$ cat config.mk
export PLATFORM = sky130hd
export DESIGN_NAME = piopc_port_ctrl
export DESIGN_NICKNAME = d
export VERILOG_FILES = /design/src/common/piopc_pkg.sv /design/src/design/piopc_port_ctrl.sv /design/src/design/piopc_pin_cell.sv
export SDC_FILE = /design/constraint.sdc
export NUM_CORES = 1
export LEC_CHECK = 0
export BUFFER_PORTS_ARGS = -buffer_cell sky130_fd_sc_hd__buf_4
export CORE_UTILIZATION = 55
export DETAILED_ROUTE_END_ITERATION = 10
export PLACE_DENSITY_LB_ADDON = 0.1
export SKIP_CTS_REPAIR_TIMING = 1
export SYNTH_ARGS = -nofsm -noshare
export SYNTH_HDL_FRONTEND = slang
export SYNTH_HIERARCHICAL = 1
export SYNTH_SLANG_ARGS = --single-unit
$ cat constraint.sdc
create_clock -name aclk -period 2.8 [get_ports aclk]
set_clock_uncertainty 0.1 [all_clocks]
set_input_delay 0.42 -clock aclk [delete_from_list [all_inputs] [get_ports aclk]]
set_output_delay 0.42 -clock aclk [all_outputs]
set_load 0.02 [all_outputs]
$ cat src/common/piopc_pkg.sv
// constants for the three-port general-purpose pin controller
package piopc_pkg;

  // pin count and port split
  localparam int N_PINS = 16;
  localparam int N_PORTS = 3;
  localparam int PA_W = 6;
  localparam int PB_W = 6;
  localparam int PC_W = 4;
  localparam int PA_LSB = 0;
  localparam int PB_LSB = PA_LSB + PA_W;
  localparam int PC_LSB = PB_LSB + PB_W;

  // port and register indices inside a byte address
  localparam int ADDR_W = 8;
  localparam int PORT_LSB = 5;
  localparam int REG_LSB = 2;
  localparam int IDX_W = 3;
  localparam logic [2:0] PORT_A = 3'h0;
  localparam logic [2:0] PORT_B = 3'h1;
  localparam logic [2:0] PORT_C = 3'h2;
  localparam logic [2:0] REG_DATA = 3'h0;
  localparam logic [2:0] REG_DIR = 3'h1;
  localparam logic [2:0] REG_PULL = 3'h2;
  localparam logic [2:0] REG_SLEW = 3'h3;
  localparam logic [2:0] REG_DRIVE = 3'h4;

  // byte address of port A data, used by the read check
  localparam logic [7:0] ADDR_A_DATA = 8'h00;

  // reset values and masks
  localparam logic [15:0] PIN_RST = 16'h0000;
  localparam logic [15:0] NO_OUT_ONLY = 16'h0000;

  // bus answers
  localparam logic [1:0] RESP_OKAY = 2'h0;
  localparam logic [1:0] RESP_SLVERR = 2'h2;
  localparam logic [31:0] RDATA_NONE = 32'h0000_0000;

endpackage

$ cat src/design/piopc_port_ctrl.sv
// three general-purpose ports behind an AXI4-Lite register slave
`timescale 1ns/10ps
`default_nettype none

module piopc_port_ctrl #(
  parameter logic [piopc_pkg::N_PINS-1:0] OUT_ONLY_MASK = piopc_pkg::NO_OUT_ONLY
) (
  input wire logic aclk, // bus clock
  input wire logic aresetn, // synchronous reset, active low
  input wire logic [piopc_pkg::ADDR_W-1:0] awaddr, // write address
  input wire logic awvalid, // write address valid
  output logic awready, // write address ready
  input wire logic [31:0] wdata, // write data
  input wire logic [3:0] wstrb, // write byte strobes
  input wire logic wvalid, // write data valid
  output logic wready, // write data ready
  output logic [1:0] bresp, // write response
  output logic bvalid, // write response valid
  input wire logic bready, // write response ready
  input wire logic [piopc_pkg::ADDR_W-1:0] araddr, // read address
  input wire logic arvalid, // read address valid
  output logic arready, // read address ready
  output logic [31:0] rdata, // read data
  output logic [1:0] rresp, // read response
  output logic rvalid, // read data valid
  input wire logic rready, // read data ready
  input wire logic [piopc_pkg::N_PINS-1:0] pad_in, // pin levels
  output logic [piopc_pkg::N_PINS-1:0] pad_out, // pin drive values
  output logic [piopc_pkg::N_PINS-1:0] pad_oe, // pin output enables
  output logic [piopc_pkg::N_PINS-1:0] in_buf_en, // input buffer enables
  output logic [piopc_pkg::N_PINS-1:0] pull_up_on, // pull-up devices on
  output logic [piopc_pkg::N_PINS-1:0] slew_limit_on, // slew limiting on
  output logic [piopc_pkg::N_PINS-1:0] high_drive_on, // high drive on
  input wire logic [piopc_pkg::N_PINS-1:0] periph_dig_en, // shared digital enables
  input wire logic [piopc_pkg::N_PINS-1:0] periph_oe, // shared output enables
  input wire logic [piopc_pkg::N_PINS-1:0] periph_out, // shared output values
  input wire logic [piopc_pkg::N_PINS-1:0] periph_ana_en // shared analog enables
);

  localparam int N = piopc_pkg::N_PINS;

  typedef struct packed {
    logic [N-1:0] out_latch;
    logic [N-1:0] pin_direction_bit;
    logic [N-1:0] pull_up_enable_bit;
    logic [N-1:0] slew_limit_enable_bit;
    logic [N-1:0] high_drive_select_bit;
    logic [N-1:0] pin_sync;
    logic [N-1:0] dig_en;
    logic [N-1:0] dig_oe;
    logic [N-1:0] dig_out;
    logic [N-1:0] ana_en;
    logic [N-1:0] pad_out;
    logic [N-1:0] pad_oe;
    logic [N-1:0] ibe;
    logic [N-1:0] pull_on;
    logic [N-1:0] slew_on;
    logic [N-1:0] drive_hi;
    logic aw_got;
    logic w_got;
    logic [piopc_pkg::ADDR_W-1:0] waddr;
    logic [31:0] wdata;
    logic wlane0;
    logic awready;
    logic wready;
    logic bvalid;
    logic [1:0] bresp;
    logic arready;
    logic rvalid;
    logic [31:0] rdata;
    logic [1:0] rresp;
  } piopc_state_t;

  piopc_state_t state_ff;
  piopc_state_t nxt_state;

  logic [N-1:0] c_oe;
  logic [N-1:0] c_out;
  logic [N-1:0] c_ibe;
  logic [N-1:0] c_pull;
  logic [N-1:0] c_slew;
  logic [N-1:0] c_drive;
  logic [N-1:0] rd_vec;

  function automatic int port_w(input logic [2:0] p);
    case (p)
      piopc_pkg::PORT_A: port_w = piopc_pkg::PA_W;
      piopc_pkg::PORT_B: port_w = piopc_pkg::PB_W;
      piopc_pkg::PORT_C: port_w = piopc_pkg::PC_W;
      default: port_w = 0;
    endcase
  endfunction

  function automatic int port_lsb(input logic [2:0] p);
    case (p)
      piopc_pkg::PORT_A: port_lsb = piopc_pkg::PA_LSB;
      piopc_pkg::PORT_B: port_lsb = piopc_pkg::PB_LSB;
      piopc_pkg::PORT_C: port_lsb = piopc_pkg::PC_LSB;
      default: port_lsb = 0;
    endcase
  endfunction

  function automatic logic [N-1:0] port_mask(input logic [2:0] p);
    logic [N-1:0] ones;
    ones = '1;
    port_mask = (ones >> (N - port_w(p))) << port_lsb(p);
  endfunction

  function automatic logic [2:0] addr_port(input logic [piopc_pkg::ADDR_W-1:0] a);
    addr_port = a[piopc_pkg::PORT_LSB +: piopc_pkg::IDX_W];
  endfunction

  function automatic logic [2:0] addr_reg(input logic [piopc_pkg::ADDR_W-1:0] a);
    addr_reg = a[piopc_pkg::REG_LSB +: piopc_pkg::IDX_W];
  endfunction

  function automatic logic addr_ok(input logic [piopc_pkg::ADDR_W-1:0] a);
    addr_ok = (port_w(addr_port(a)) != 0) && (addr_reg(a) <= piopc_pkg::REG_DRIVE);
  endfunction

  // replace one port's slice of a pin vector
  function automatic logic [N-1:0] merge(input logic [N-1:0] old, input logic [2:0] p,
                                         input logic [31:0] wd);
    logic [N-1:0] m;
    m = port_mask(p);
    merge = (old & ~m) | (N'(wd << port_lsb(p)) & m);
  endfunction

  function automatic logic [31:0] extract(input logic [N-1:0] v, input logic [2:0] p);
    extract = 32'((v & port_mask(p)) >> port_lsb(p));
  endfunction

  for (genvar i = 0; i < N; i++)
  begin : g_pin
    piopc_pin_cell u_cell (
      .dir(state_ff.pin_direction_bit[i]),
      .latch(state_ff.out_latch[i]),
      .dig_en(state_ff.dig_en[i]),
      .dig_oe(state_ff.dig_oe[i]),
      .dig_out(state_ff.dig_out[i]),
      .ana_en(state_ff.ana_en[i]),
      .pull_bit(state_ff.pull_up_enable_bit[i]),
      .slew_bit(state_ff.slew_limit_enable_bit[i]),
      .drive_bit(state_ff.high_drive_select_bit[i]),
      .out_only(OUT_ONLY_MASK[i]),
      .oe(c_oe[i]),
      .dout(c_out[i]),
      .ibe(c_ibe[i]),
      .pull_on(c_pull[i]),
      .slew_on(c_slew[i]),
      .drive_hi(c_drive[i])
    );
  end

  // outputs read the latch, inputs the synchronised pin or zero when the buffer is off
  assign rd_vec = (state_ff.pin_direction_bit & state_ff.out_latch) |
                  (~state_ff.pin_direction_bit & state_ff.ibe & state_ff.pin_sync);

  always_comb
  begin
    nxt_state = state_ff;
    nxt_state.pin_sync = pad_in;
    nxt_state.dig_en = periph_dig_en;
    nxt_state.dig_oe = periph_oe;
    nxt_state.dig_out = periph_out;
    nxt_state.ana_en = periph_ana_en;
    nxt_state.pad_out = c_out;
    nxt_state.pad_oe = c_oe;
    nxt_state.ibe = c_ibe;
    nxt_state.pull_on = c_pull;
    nxt_state.slew_on = c_slew;
    nxt_state.drive_hi = c_drive;

    if (awvalid && state_ff.awready)
    begin
      nxt_state.aw_got = 1'b1;
      nxt_state.waddr = awaddr;
    end
    if (wvalid && state_ff.wready)
    begin
      nxt_state.w_got = 1'b1;
      nxt_state.wdata = wdata;
      nxt_state.wlane0 = wstrb[0];
    end

    // both halves held: commit the write and raise the response
    if (state_ff.aw_got && state_ff.w_got && !state_ff.bvalid)
    begin
      nxt_state.aw_got = 1'b0;
      nxt_state.w_got = 1'b0;
      nxt_state.bvalid = 1'b1;
      nxt_state.bresp = piopc_pkg::RESP_SLVERR;
      if (addr_ok(state_ff.waddr))
      begin
        nxt_state.bresp = piopc_pkg::RESP_OKAY;
        // every port slice is at most one byte wide, so lane 0 carries it all
        if (state_ff.wlane0)
        begin
          unique case (addr_reg(state_ff.waddr))
            piopc_pkg::REG_DATA:
              nxt_state.out_latch =
                merge(state_ff.out_latch, addr_port(state_ff.waddr), state_ff.wdata);
            piopc_pkg::REG_DIR:
              nxt_state.pin_direction_bit =
                merge(state_ff.pin_direction_bit, addr_port(state_ff.waddr), state_ff.wdata);
            piopc_pkg::REG_PULL:
              nxt_state.pull_up_enable_bit =
                merge(state_ff.pull_up_enable_bit, addr_port(state_ff.waddr), state_ff.wdata);
            piopc_pkg::REG_SLEW:
              nxt_state.slew_limit_enable_bit =
                merge(state_ff.slew_limit_enable_bit, addr_port(state_ff.waddr),
                      state_ff.wdata);
            piopc_pkg::REG_DRIVE:
              nxt_state.high_drive_select_bit =
                merge(state_ff.high_drive_select_bit, addr_port(state_ff.waddr),
                      state_ff.wdata);
            default:
              nxt_state.bresp = piopc_pkg::RESP_SLVERR;
          endcase
        end
      end
    end
    else if (state_ff.bvalid && bready)
    begin
      nxt_state.bvalid = 1'b0;
    end
    nxt_state.awready = !nxt_state.aw_got && !nxt_state.bvalid;
    nxt_state.wready = !nxt_state.w_got && !nxt_state.bvalid;

    if (arvalid && state_ff.arready)
    begin
      nxt_state.rvalid = 1'b1;
      nxt_state.rresp = piopc_pkg::RESP_SLVERR;
      nxt_state.rdata = piopc_pkg::RDATA_NONE;
      if (addr_ok(araddr))
      begin
        nxt_state.rresp = piopc_pkg::RESP_OKAY;
        unique case (addr_reg(araddr))
          piopc_pkg::REG_DATA:
            nxt_state.rdata = extract(rd_vec, addr_port(araddr));
          piopc_pkg::REG_DIR:
            nxt_state.rdata = extract(state_ff.pin_direction_bit, addr_port(araddr));
          piopc_pkg::REG_PULL:
            nxt_state.rdata = extract(state_ff.pull_up_enable_bit, addr_port(araddr));
          piopc_pkg::REG_SLEW:
            nxt_state.rdata = extract(state_ff.slew_limit_enable_bit, addr_port(araddr));
          piopc_pkg::REG_DRIVE:
            nxt_state.rdata = extract(state_ff.high_drive_select_bit, addr_port(araddr));
          default:
            nxt_state.rresp = piopc_pkg::RESP_SLVERR;
        endcase
      end
    end
    else if (state_ff.rvalid && rready)
    begin
      nxt_state.rvalid = 1'b0;
    end
    nxt_state.arready = !nxt_state.rvalid;
  end

  // reset holds peripherals off, all pins input, pin controls cleared
  always_ff @(posedge aclk)
  begin
    if (!aresetn)
    begin
      state_ff <= '0;
    end
    else
    begin
      state_ff <= nxt_state;
    end
  end

  assign awready = state_ff.awready;
  assign wready = state_ff.wready;
  assign bvalid = state_ff.bvalid;
  assign bresp = state_ff.bresp;
  assign arready = state_ff.arready;
  assign rvalid = state_ff.rvalid;
  assign rdata = state_ff.rdata;
  assign rresp = state_ff.rresp;
  assign pad_out = state_ff.pad_out;
  assign pad_oe = state_ff.pad_oe;
  assign in_buf_en = state_ff.ibe;
  assign pull_up_on = state_ff.pull_on;
  assign slew_limit_on = state_ff.slew_on;
  assign high_drive_on = state_ff.drive_hi;
endmodule

`default_nettype wire

$ cat src/design/piopc_pin_cell.sv
// per-pin buffer steering: analog over shared digital over port logic
`timescale 1ns/10ps
`default_nettype none

module piopc_pin_cell (
  input wire logic dir, // pin direction bit
  input wire logic latch, // output latch value
  input wire logic dig_en, // shared digital function enabled
  input wire logic dig_oe, // shared function output enable
  input wire logic dig_out, // shared function output value
  input wire logic ana_en, // shared analog function enabled
  input wire logic pull_bit, // pull-up enable bit
  input wire logic slew_bit, // slew limit enable bit
  input wire logic drive_bit, // high drive select bit
  input wire logic out_only, // pin has no input buffer
  output logic oe, // output buffer enable
  output logic dout, // output buffer value
  output logic ibe, // input buffer enable
  output logic pull_on, // pull-up device on
  output logic slew_on, // slew limiting on
  output logic drive_hi // high drive on
);

  // analog wins over the output and input buffer enables, then the shared digital function
  assign oe = ana_en ? 1'b0 : (dig_en ? dig_oe : dir);
  assign dout = dig_en ? dig_out : latch;
  assign ibe = !ana_en && !out_only;
  // a pin that drives, or is analog, never pulls up
  assign pull_on = pull_bit && !oe && !ana_en;
  // slew control means nothing on an input
  assign slew_on = slew_bit && oe;
  assign drive_hi = drive_bit;

endmodule

`default_nettype wire

==> summary.txt, run 1 <==
Cells and area
  • # diodes: 0
  • Share of cells above drive strength 1: 21.56%
  • Fill count: 1756
  • Most frequent cells in the layout: dfxtp_1 (300), buf_4 (238), and2_1 (209), nand2_1 (114), dlygate4sd3_1 (75)
  • Final non-filler cell total: 1769
  • Fin nets: 1606
  • Area Growth Syn to Fin: 21.01%
  • Finished Cell Area: 15190 sq um
  • Commonest non-fill, non-tap cell in the layout: dfxtp_1
  • FF+latch area: 6006 sq um
  • Area occupied by multi-input gates: 5223 sq um

Worst setup path
  • CP cell instances: a21oi_1 -> o21ai_1 -> a22oi_1 -> mux2i_1 -> nor2b_1
  • Critical path launch point type: flip-flop
  • Critical Path AT: 2.47 ns
  • R2R depth: 5
  • Critical Path RT: 3.14 ns
  • Setup CP Type: flip-flop to flip-flop
  • Nature of the critical path endpoint: flip-flop
  • Top delay family on crit path: compound AO/OA/AOI/OAI gates
  • Slowest stage delay, CP: 0.58 ns
  • CP startpoint: state_ff[79]
  • Critical-path maximum fanout: 13
  • R2r setup slk: 0.67 ns
  • Buf+Inv Stages, Crit Path: 0
  • Worst path slowest cell: dfxtp_1
  • Worst reg2reg path startpoint: state_ff[79]

Timing
  • Fin Hold WS: -0.01228 ns
  • Slew Limit Fails: 0
  • # setup viols final: 0
  • Final Hold Viols: 4
  • Period utilisation layout: 76.20%
  • Max-slew headroom: 40.52%
  • RSZ-0062 raised after global routing: no
  • Post-Route Setup TNS: 0 ns
  • Minimum clock period: 2.134 ns
  • Fmax: 0.4687 GHz
  • Least-Margin Pin Slew: 0.8862 ns

Routing
  • Residual DRC: 0
  • Routed Antenna Nets: 0
  • Routed vias/inst: 5.112
  • Drt first pass iters: 6
  • Routed vias: 9044
  • Routed WL: 29.06 mm
  • Wire per inst: 16.43 um
  • Initial DRC count: 535

Pwr
  • Peak supply drop: 0.3739 mV
  • Leak: 0.006947 uW
  • P per Cell Area: 603.3 nW/um^2

Die
  • Die height: 153.1 um
  • Die Area: 23440 sq um
  • IO Count: 276
  • Core Box Area: 22090 sq um
  • Rows: 54
  • Chip width: 153.1 um
  • Initial Util: 56.83%

Synth
  • Post-synth EDFFs: 0
  • Syn Std Cell Area: 12560 sq um
  • Ys flop type: dfxtp_1
  • Synthesized area per cell: 9.658 sq um
  • Netlist cell types: 68
  • Yosys Warn Count: 6
  • Yosys reg bits: 300
  • Sequential area share after synthesis: 47.83%
  • Cells after Synth: 1300
  • Fraction of registers with async set/reset: 0%

Min path
  • Hold Crit Class: input pin to flip-flop
  • Worst hold endpoint: state_ff[197]
  • Worst hold path startpoint: periph_out[1]
  • Hold Crit Depth: 2

Place
  • Area post-placement: 13440 sq um
  • Cells after DPL: 1640
  • Final Wtd Congestion: 0.9147
  • I/O Buffers: 230
  • DP HPWL: 19.79 mm

Flow run
  • Max capacitance violation total: 0

Clock network
  • CTS clk-pin slew, worst paths: 0.06 ns
  • Num CTS Buffers: 30
  • Worst-case clock buffer depth: 3
  • CTS tree: built
  • Insertion delay to the later sink of the worst-skew pair: 0.55 ns
  • TritonCTS sink count: 300
  • Clk root buf: clkbuf_16
  • H-tree levels: 1

Global routing
  • Largest net degree at the start of global routing: 251
  • Initial antenna violation count: 0
  • Vias in the first global route: 8235
  • Total track usage: 23.47%
  • First-pass GRT wire length: 43.78 mm
  • Grt ovf: 0

Run status
  • Status: complete, but fails checks
  • Failing checks: hold timing
-- power breakdown --
group	switching [uW]	internal [uW]	total, uW
Clock	1660	2380	4050
Combinational	333	345	678
Sequential	70.3	4370	4440
-- how the worst max path moves through the flow --
| stage | to | cells after the start | slack (ns) |
|---|---|---|---|
| after floorplan | rdata[5] | 4 | 0.96 |
| after global placement | rdata[1] | 6 | 0.47 |
| after detailed placement | rdata[1] | 6 | 0.44 |
| after CTS | flip-flop | 5 | 0.74 |
| after global routing | flip-flop | 5 | 0.53 |
| final | flip-flop | 5 | 0.67 |
-- through the flow --
stage / power [uW] / utilization [%] / worst slack [ns]
6_report: 9166 / 68.77 / 0.6664
4_1_cts: 9127 / 65.37 / 0.7357
5_1_grt: 9476 / 68.77 / 0.5291
2_1_floorplan: 4923 / - / 0.9588
3_5_place_dp: 5123 / 60.82 / 0.4429
3_3_place_gp: 5115 / 60.82 / 0.4655
-- synthesized netlist by cell type (3+ instances only) --
cell | n | area, sq um
dfxtp_1 | 300 | 6006
and2_1 | 209 | 1308
buf_4 | 151 | 1134
nand2_1 | 114 | 427.9
mux2i_1 | 66 | 660.6
nor2b_1 | 47 | 294.0
clkbuf_1 | 44 | 165.2
nor2_1 | 44 | 165.2
o21ai_0 | 28 | 140.1
o211a_1 | 26 | 260.3
a21boi_0 | 25 | 187.7
nand3_1 | 22 | 110.1
mux2_2 | 21 | 236.5
and3b_1 | 20 | 175.2
nor3b_1 | 20 | 150.1
a21oi_1 | 15 | 75.07
buf_2 | 14 | 70.07
inv_1 | 11 | 41.29
a31oi_1 | 8 | 50.05
nand2b_1 | 8 | 50.05
o22ai_1 | 8 | 50.05
a22oi_1 | 7 | 52.55
a211oi_1 | 6 | 45.04
a22o_1 | 6 | 52.55
nand3b_1 | 5 | 37.54
o211ai_1 | 5 | 37.54
o31ai_1 | 5 | 37.54
and3_1 | 4 | 25.02
nor3_1 | 4 | 20.02
nor4b_1 | 4 | 35.03
a221o_1 | 3 | 30.03
o21a_1 | 3 | 22.52
-- worst register-to-register path: stages (launching register included) --
cell and delay, ns:
dfxtp_1 0.58, a21oi_1 0.15, o21ai_1 0.50, a22oi_1 0.39, mux2i_1 0.23, nor2b_1 0.07
-- logic make-up (layout without fill, tap and decap cells) --
logic type | count (synthesis) | count (layout) | synth area share, %
compound gates | 168 | 168 | 9.846
xor+xnor | 2 | 2 | 0.1395
simple gates | 518 | 518 | 23.45
mux | 87 | 87 | 7.145
flops | 300 | 300 | 47.83
buf+inv | 224 | 380 | 11.56
other cells | 1 | 34 | 0.02987
-- cell type report --
type                       count  area share (%)
tap                          280           2.306
clock buffer                  41           5.814
multi-input combinational    809           34.37
timing repair buffer         315           16.91
sequential                   300           39.53
clock inverter                13          0.7988
inverter                      11          0.2718
-- metal layers --
metal  up-vias  GRT usage [%]  share of wire, %
met5         -              0                 0
met4         0          8.081               3.0
met3        53          4.593               5.4
met2       256          39.86                48
met1      4229          29.71                43
li1       4506              -                 -
Power figures use the tool's default switching activity.
==> run 2, diff against run 1 <==
--- a/config.mk
+++ b/config.mk
@@ -6,7 +6,7 @@
 export NUM_CORES = 1
 export LEC_CHECK = 0
 export BUFFER_PORTS_ARGS = -buffer_cell sky130_fd_sc_hd__buf_4
-export CORE_UTILIZATION = 55
+export CORE_UTILIZATION = 49
 export DETAILED_ROUTE_END_ITERATION = 10
 export PLACE_DENSITY_LB_ADDON = 0.1
 export SKIP_CTS_REPAIR_TIMING = 1
==> constraint.sdc (replaced) <==
create_clock -name aclk -period 1.8 [get_ports aclk]
set_clock_uncertainty 0.1 [all_clocks]
set_input_delay 0.27 -clock aclk [delete_from_list [all_inputs] [get_ports aclk]]
set_output_delay 0.27 -clock aclk [all_outputs]
set_load 0.02 [all_outputs]
==> run 2 against run 1 <==
Compared with the run above: the run ends with setup timing left; routed wire length is 3.5% higher; sequential power rose by 56%; sequential cell count did not move; sequential share of layout area down 1.9 points; die area grew 12%; setup slack got worse by 0.71 ns; first-iteration DRC count rose by 7.5%; fmax grew 15%; critical path type unchanged; highest routed layer unchanged.
==> summary.txt, run 2 (synthesis gave the netlist of run 1 again) <==
Timing
  • Least-Margin Pin Slew: 0.7200 ns
  • Slew Limit Fails: 0
  • Final Hold Viols: 0
  • # setup viols final: 10
  • Fin Hold WS: 0.03035 ns
  • Post-Route Setup TNS: -0.3326 ns
  • Max-slew headroom: 52.00%
  • Period utilisation layout: 102.7%
  • Fmax: 0.5411 GHz
  • Final WS setup: -0.04807 ns
  • RSZ-0062 raised after global routing: yes
  • Minimum clock period: 1.848 ns

Place
  • Cells after DPL: 1738
  • I/O Buffers: 230
  • DP HPWL: 21.11 mm
  • Final Wtd Congestion: 0.8898

Global routing
  • Grt ovf: 0
  • Largest net degree at the start of global routing: 191
  • Total track usage: 21.41%
  • Vias in the first global route: 8398
  • First-pass GRT wire length: 44.27 mm
  • Initial antenna violation count: 0

Pwr
  • Leak: 0.007305 uW
  • Peak supply drop: 0.6022 mV
  • Total power: 14260 uW
  • P per Cell Area: 893.4 nW/um^2

Routing
  • Routed WL: 30.06 mm
  • Wire per inst: 15.80 um
  • Residual DRC: 0
  • Routed vias: 9302
  • Initial DRC count: 575
  • Routed vias/inst: 4.891
  • Drt first pass iters: 5
  • Routed Antenna Nets: 0

Worst setup path
  • Nature of the critical path endpoint: flip-flop
  • CP cell instances: inv_1 -> o21ai_0 -> a22oi_1 -> nand2_1 -> o211a_1
  • Critical Path AT: 2.19 ns
  • CP startpoint: state_ff[81]
  • Critical-path maximum fanout: 5
  • Critical path launch point type: flip-flop
  • Worst reg2reg path startpoint: state_ff[81]
  • Worst path slowest cell: a22oi_1
  • Buf+Inv Stages, Crit Path: 1
  • Critical path depth in cells: 5
  • R2R depth: 5
  • Slowest stage delay, CP: 0.65 ns
  • R2r setup slk: -0.05 ns
  • Setup CP Type: flip-flop to flip-flop
  • Critical Path RT: 2.14 ns
  • Top delay family on crit path: compound AO/OA/AOI/OAI gates

Die
  • Core Box Area: 25180 sq um
  • IO Count: 276
  • Die height: 162.1 um
  • Die Area: 26270 sq um
  • Initial Util: 49.86%
  • Rows: 58
  • Chip width: 162.1 um

Min path
  • Hold Crit Class: input pin to flip-flop
  • Hold Crit Depth: 3

Clock network
  • Num CTS Buffers: 31
  • Worst-case clock buffer depth: 3
  • CTS clk-pin slew, worst paths: 0.06 ns
  • Insertion delay to the later sink of the worst-skew pair: 0.55 ns
  • Clk root buf: clkbuf_16
  • TritonCTS sink count: 300
  • H-tree levels: 1
  • CTS tree: built

Run status
  • Status: complete, but fails checks
  • Failing checks: setup timing

Cells and area
  • Area Growth Syn to Fin: 27.13%
  • Final non-filler cell total: 1902
  • Share of cells above drive strength 1: 23.79%
  • Most frequent cells in the layout: dfxtp_1 (299), buf_4 (286), and2_1 (209), nand2_1 (114), dlygate4sd3_1 (108)
  • # diodes: 0
  • Commonest non-fill, non-tap cell in the layout: dfxtp_1
  • Fin nets: 1688
  • Core Util, Final: 63.39%

Flow run
  • Max capacitance violation total: 0
## run 2: worst min path at each step
stage | from | endpoint | slack, ns
finish | arvalid | rvalid | 0.03
floorplan | periph_ana_en[0] | state_ff[180] | 0.30
CTS | periph_out[1] | state_ff[197] | -0.19
global placement | rdata[15] | rdata[15] | 0.35
detailed placement | rdata[13] | rdata[13] | 0.35
global route | arvalid | rvalid | 0.02
## run 2: tightest hold or removal path: cells and delay by family
kind                   cells  cell delay, ns
AND/OR/NAND/NOR            1            0.14
buffers and inverters      1            0.11
AO/OA/AOI/OAI              1            0.10
## run 2: cell type report
| cell class | count | area [sq um] |
|---|---|---|
| flip-flops and latches | 300 | 6007 |
| fillers | 2060 | 9220 |
| inverters | 11 | 41.29 |
| repair buffers | 396 | 3259 |
| clock buffers | 43 | 900.9 |
| multi-input cells | 809 | 5245 |
| clock inverters | 13 | 95.09 |
| well taps | 330 | 412.9 |
## run 2: power by group
| group | switching, uW | internal (uW) |
|---|---|---|
| registers | 103 | 6800 |
| clock network | 2550 | 3610 |
| logic | 554 | 642 |
| total | 3200 | 11100 |
## run 2: through the flow
| step | setup slack [ns] | area [sq um] |
|---|---|---|
| after global placement | -0.2611 | 13860 |
| after floorplan | 0.03504 | 12680 |
| after CTS | -0.02105 | 14860 |
| after detailed placement | -0.1980 | 13860 |
| final | -0.04807 | 15960 |
| after global routing | -0.1187 | 15960 |
## run 2: metal layers
layer  up-vias  track usage (%)  routed length, um
li1       4682                -                  -
met1      4305            27.02              13190
met2       267            37.10              14640
met3        48            3.601               1469
met4         0            6.732                756
met5         -                0                  0
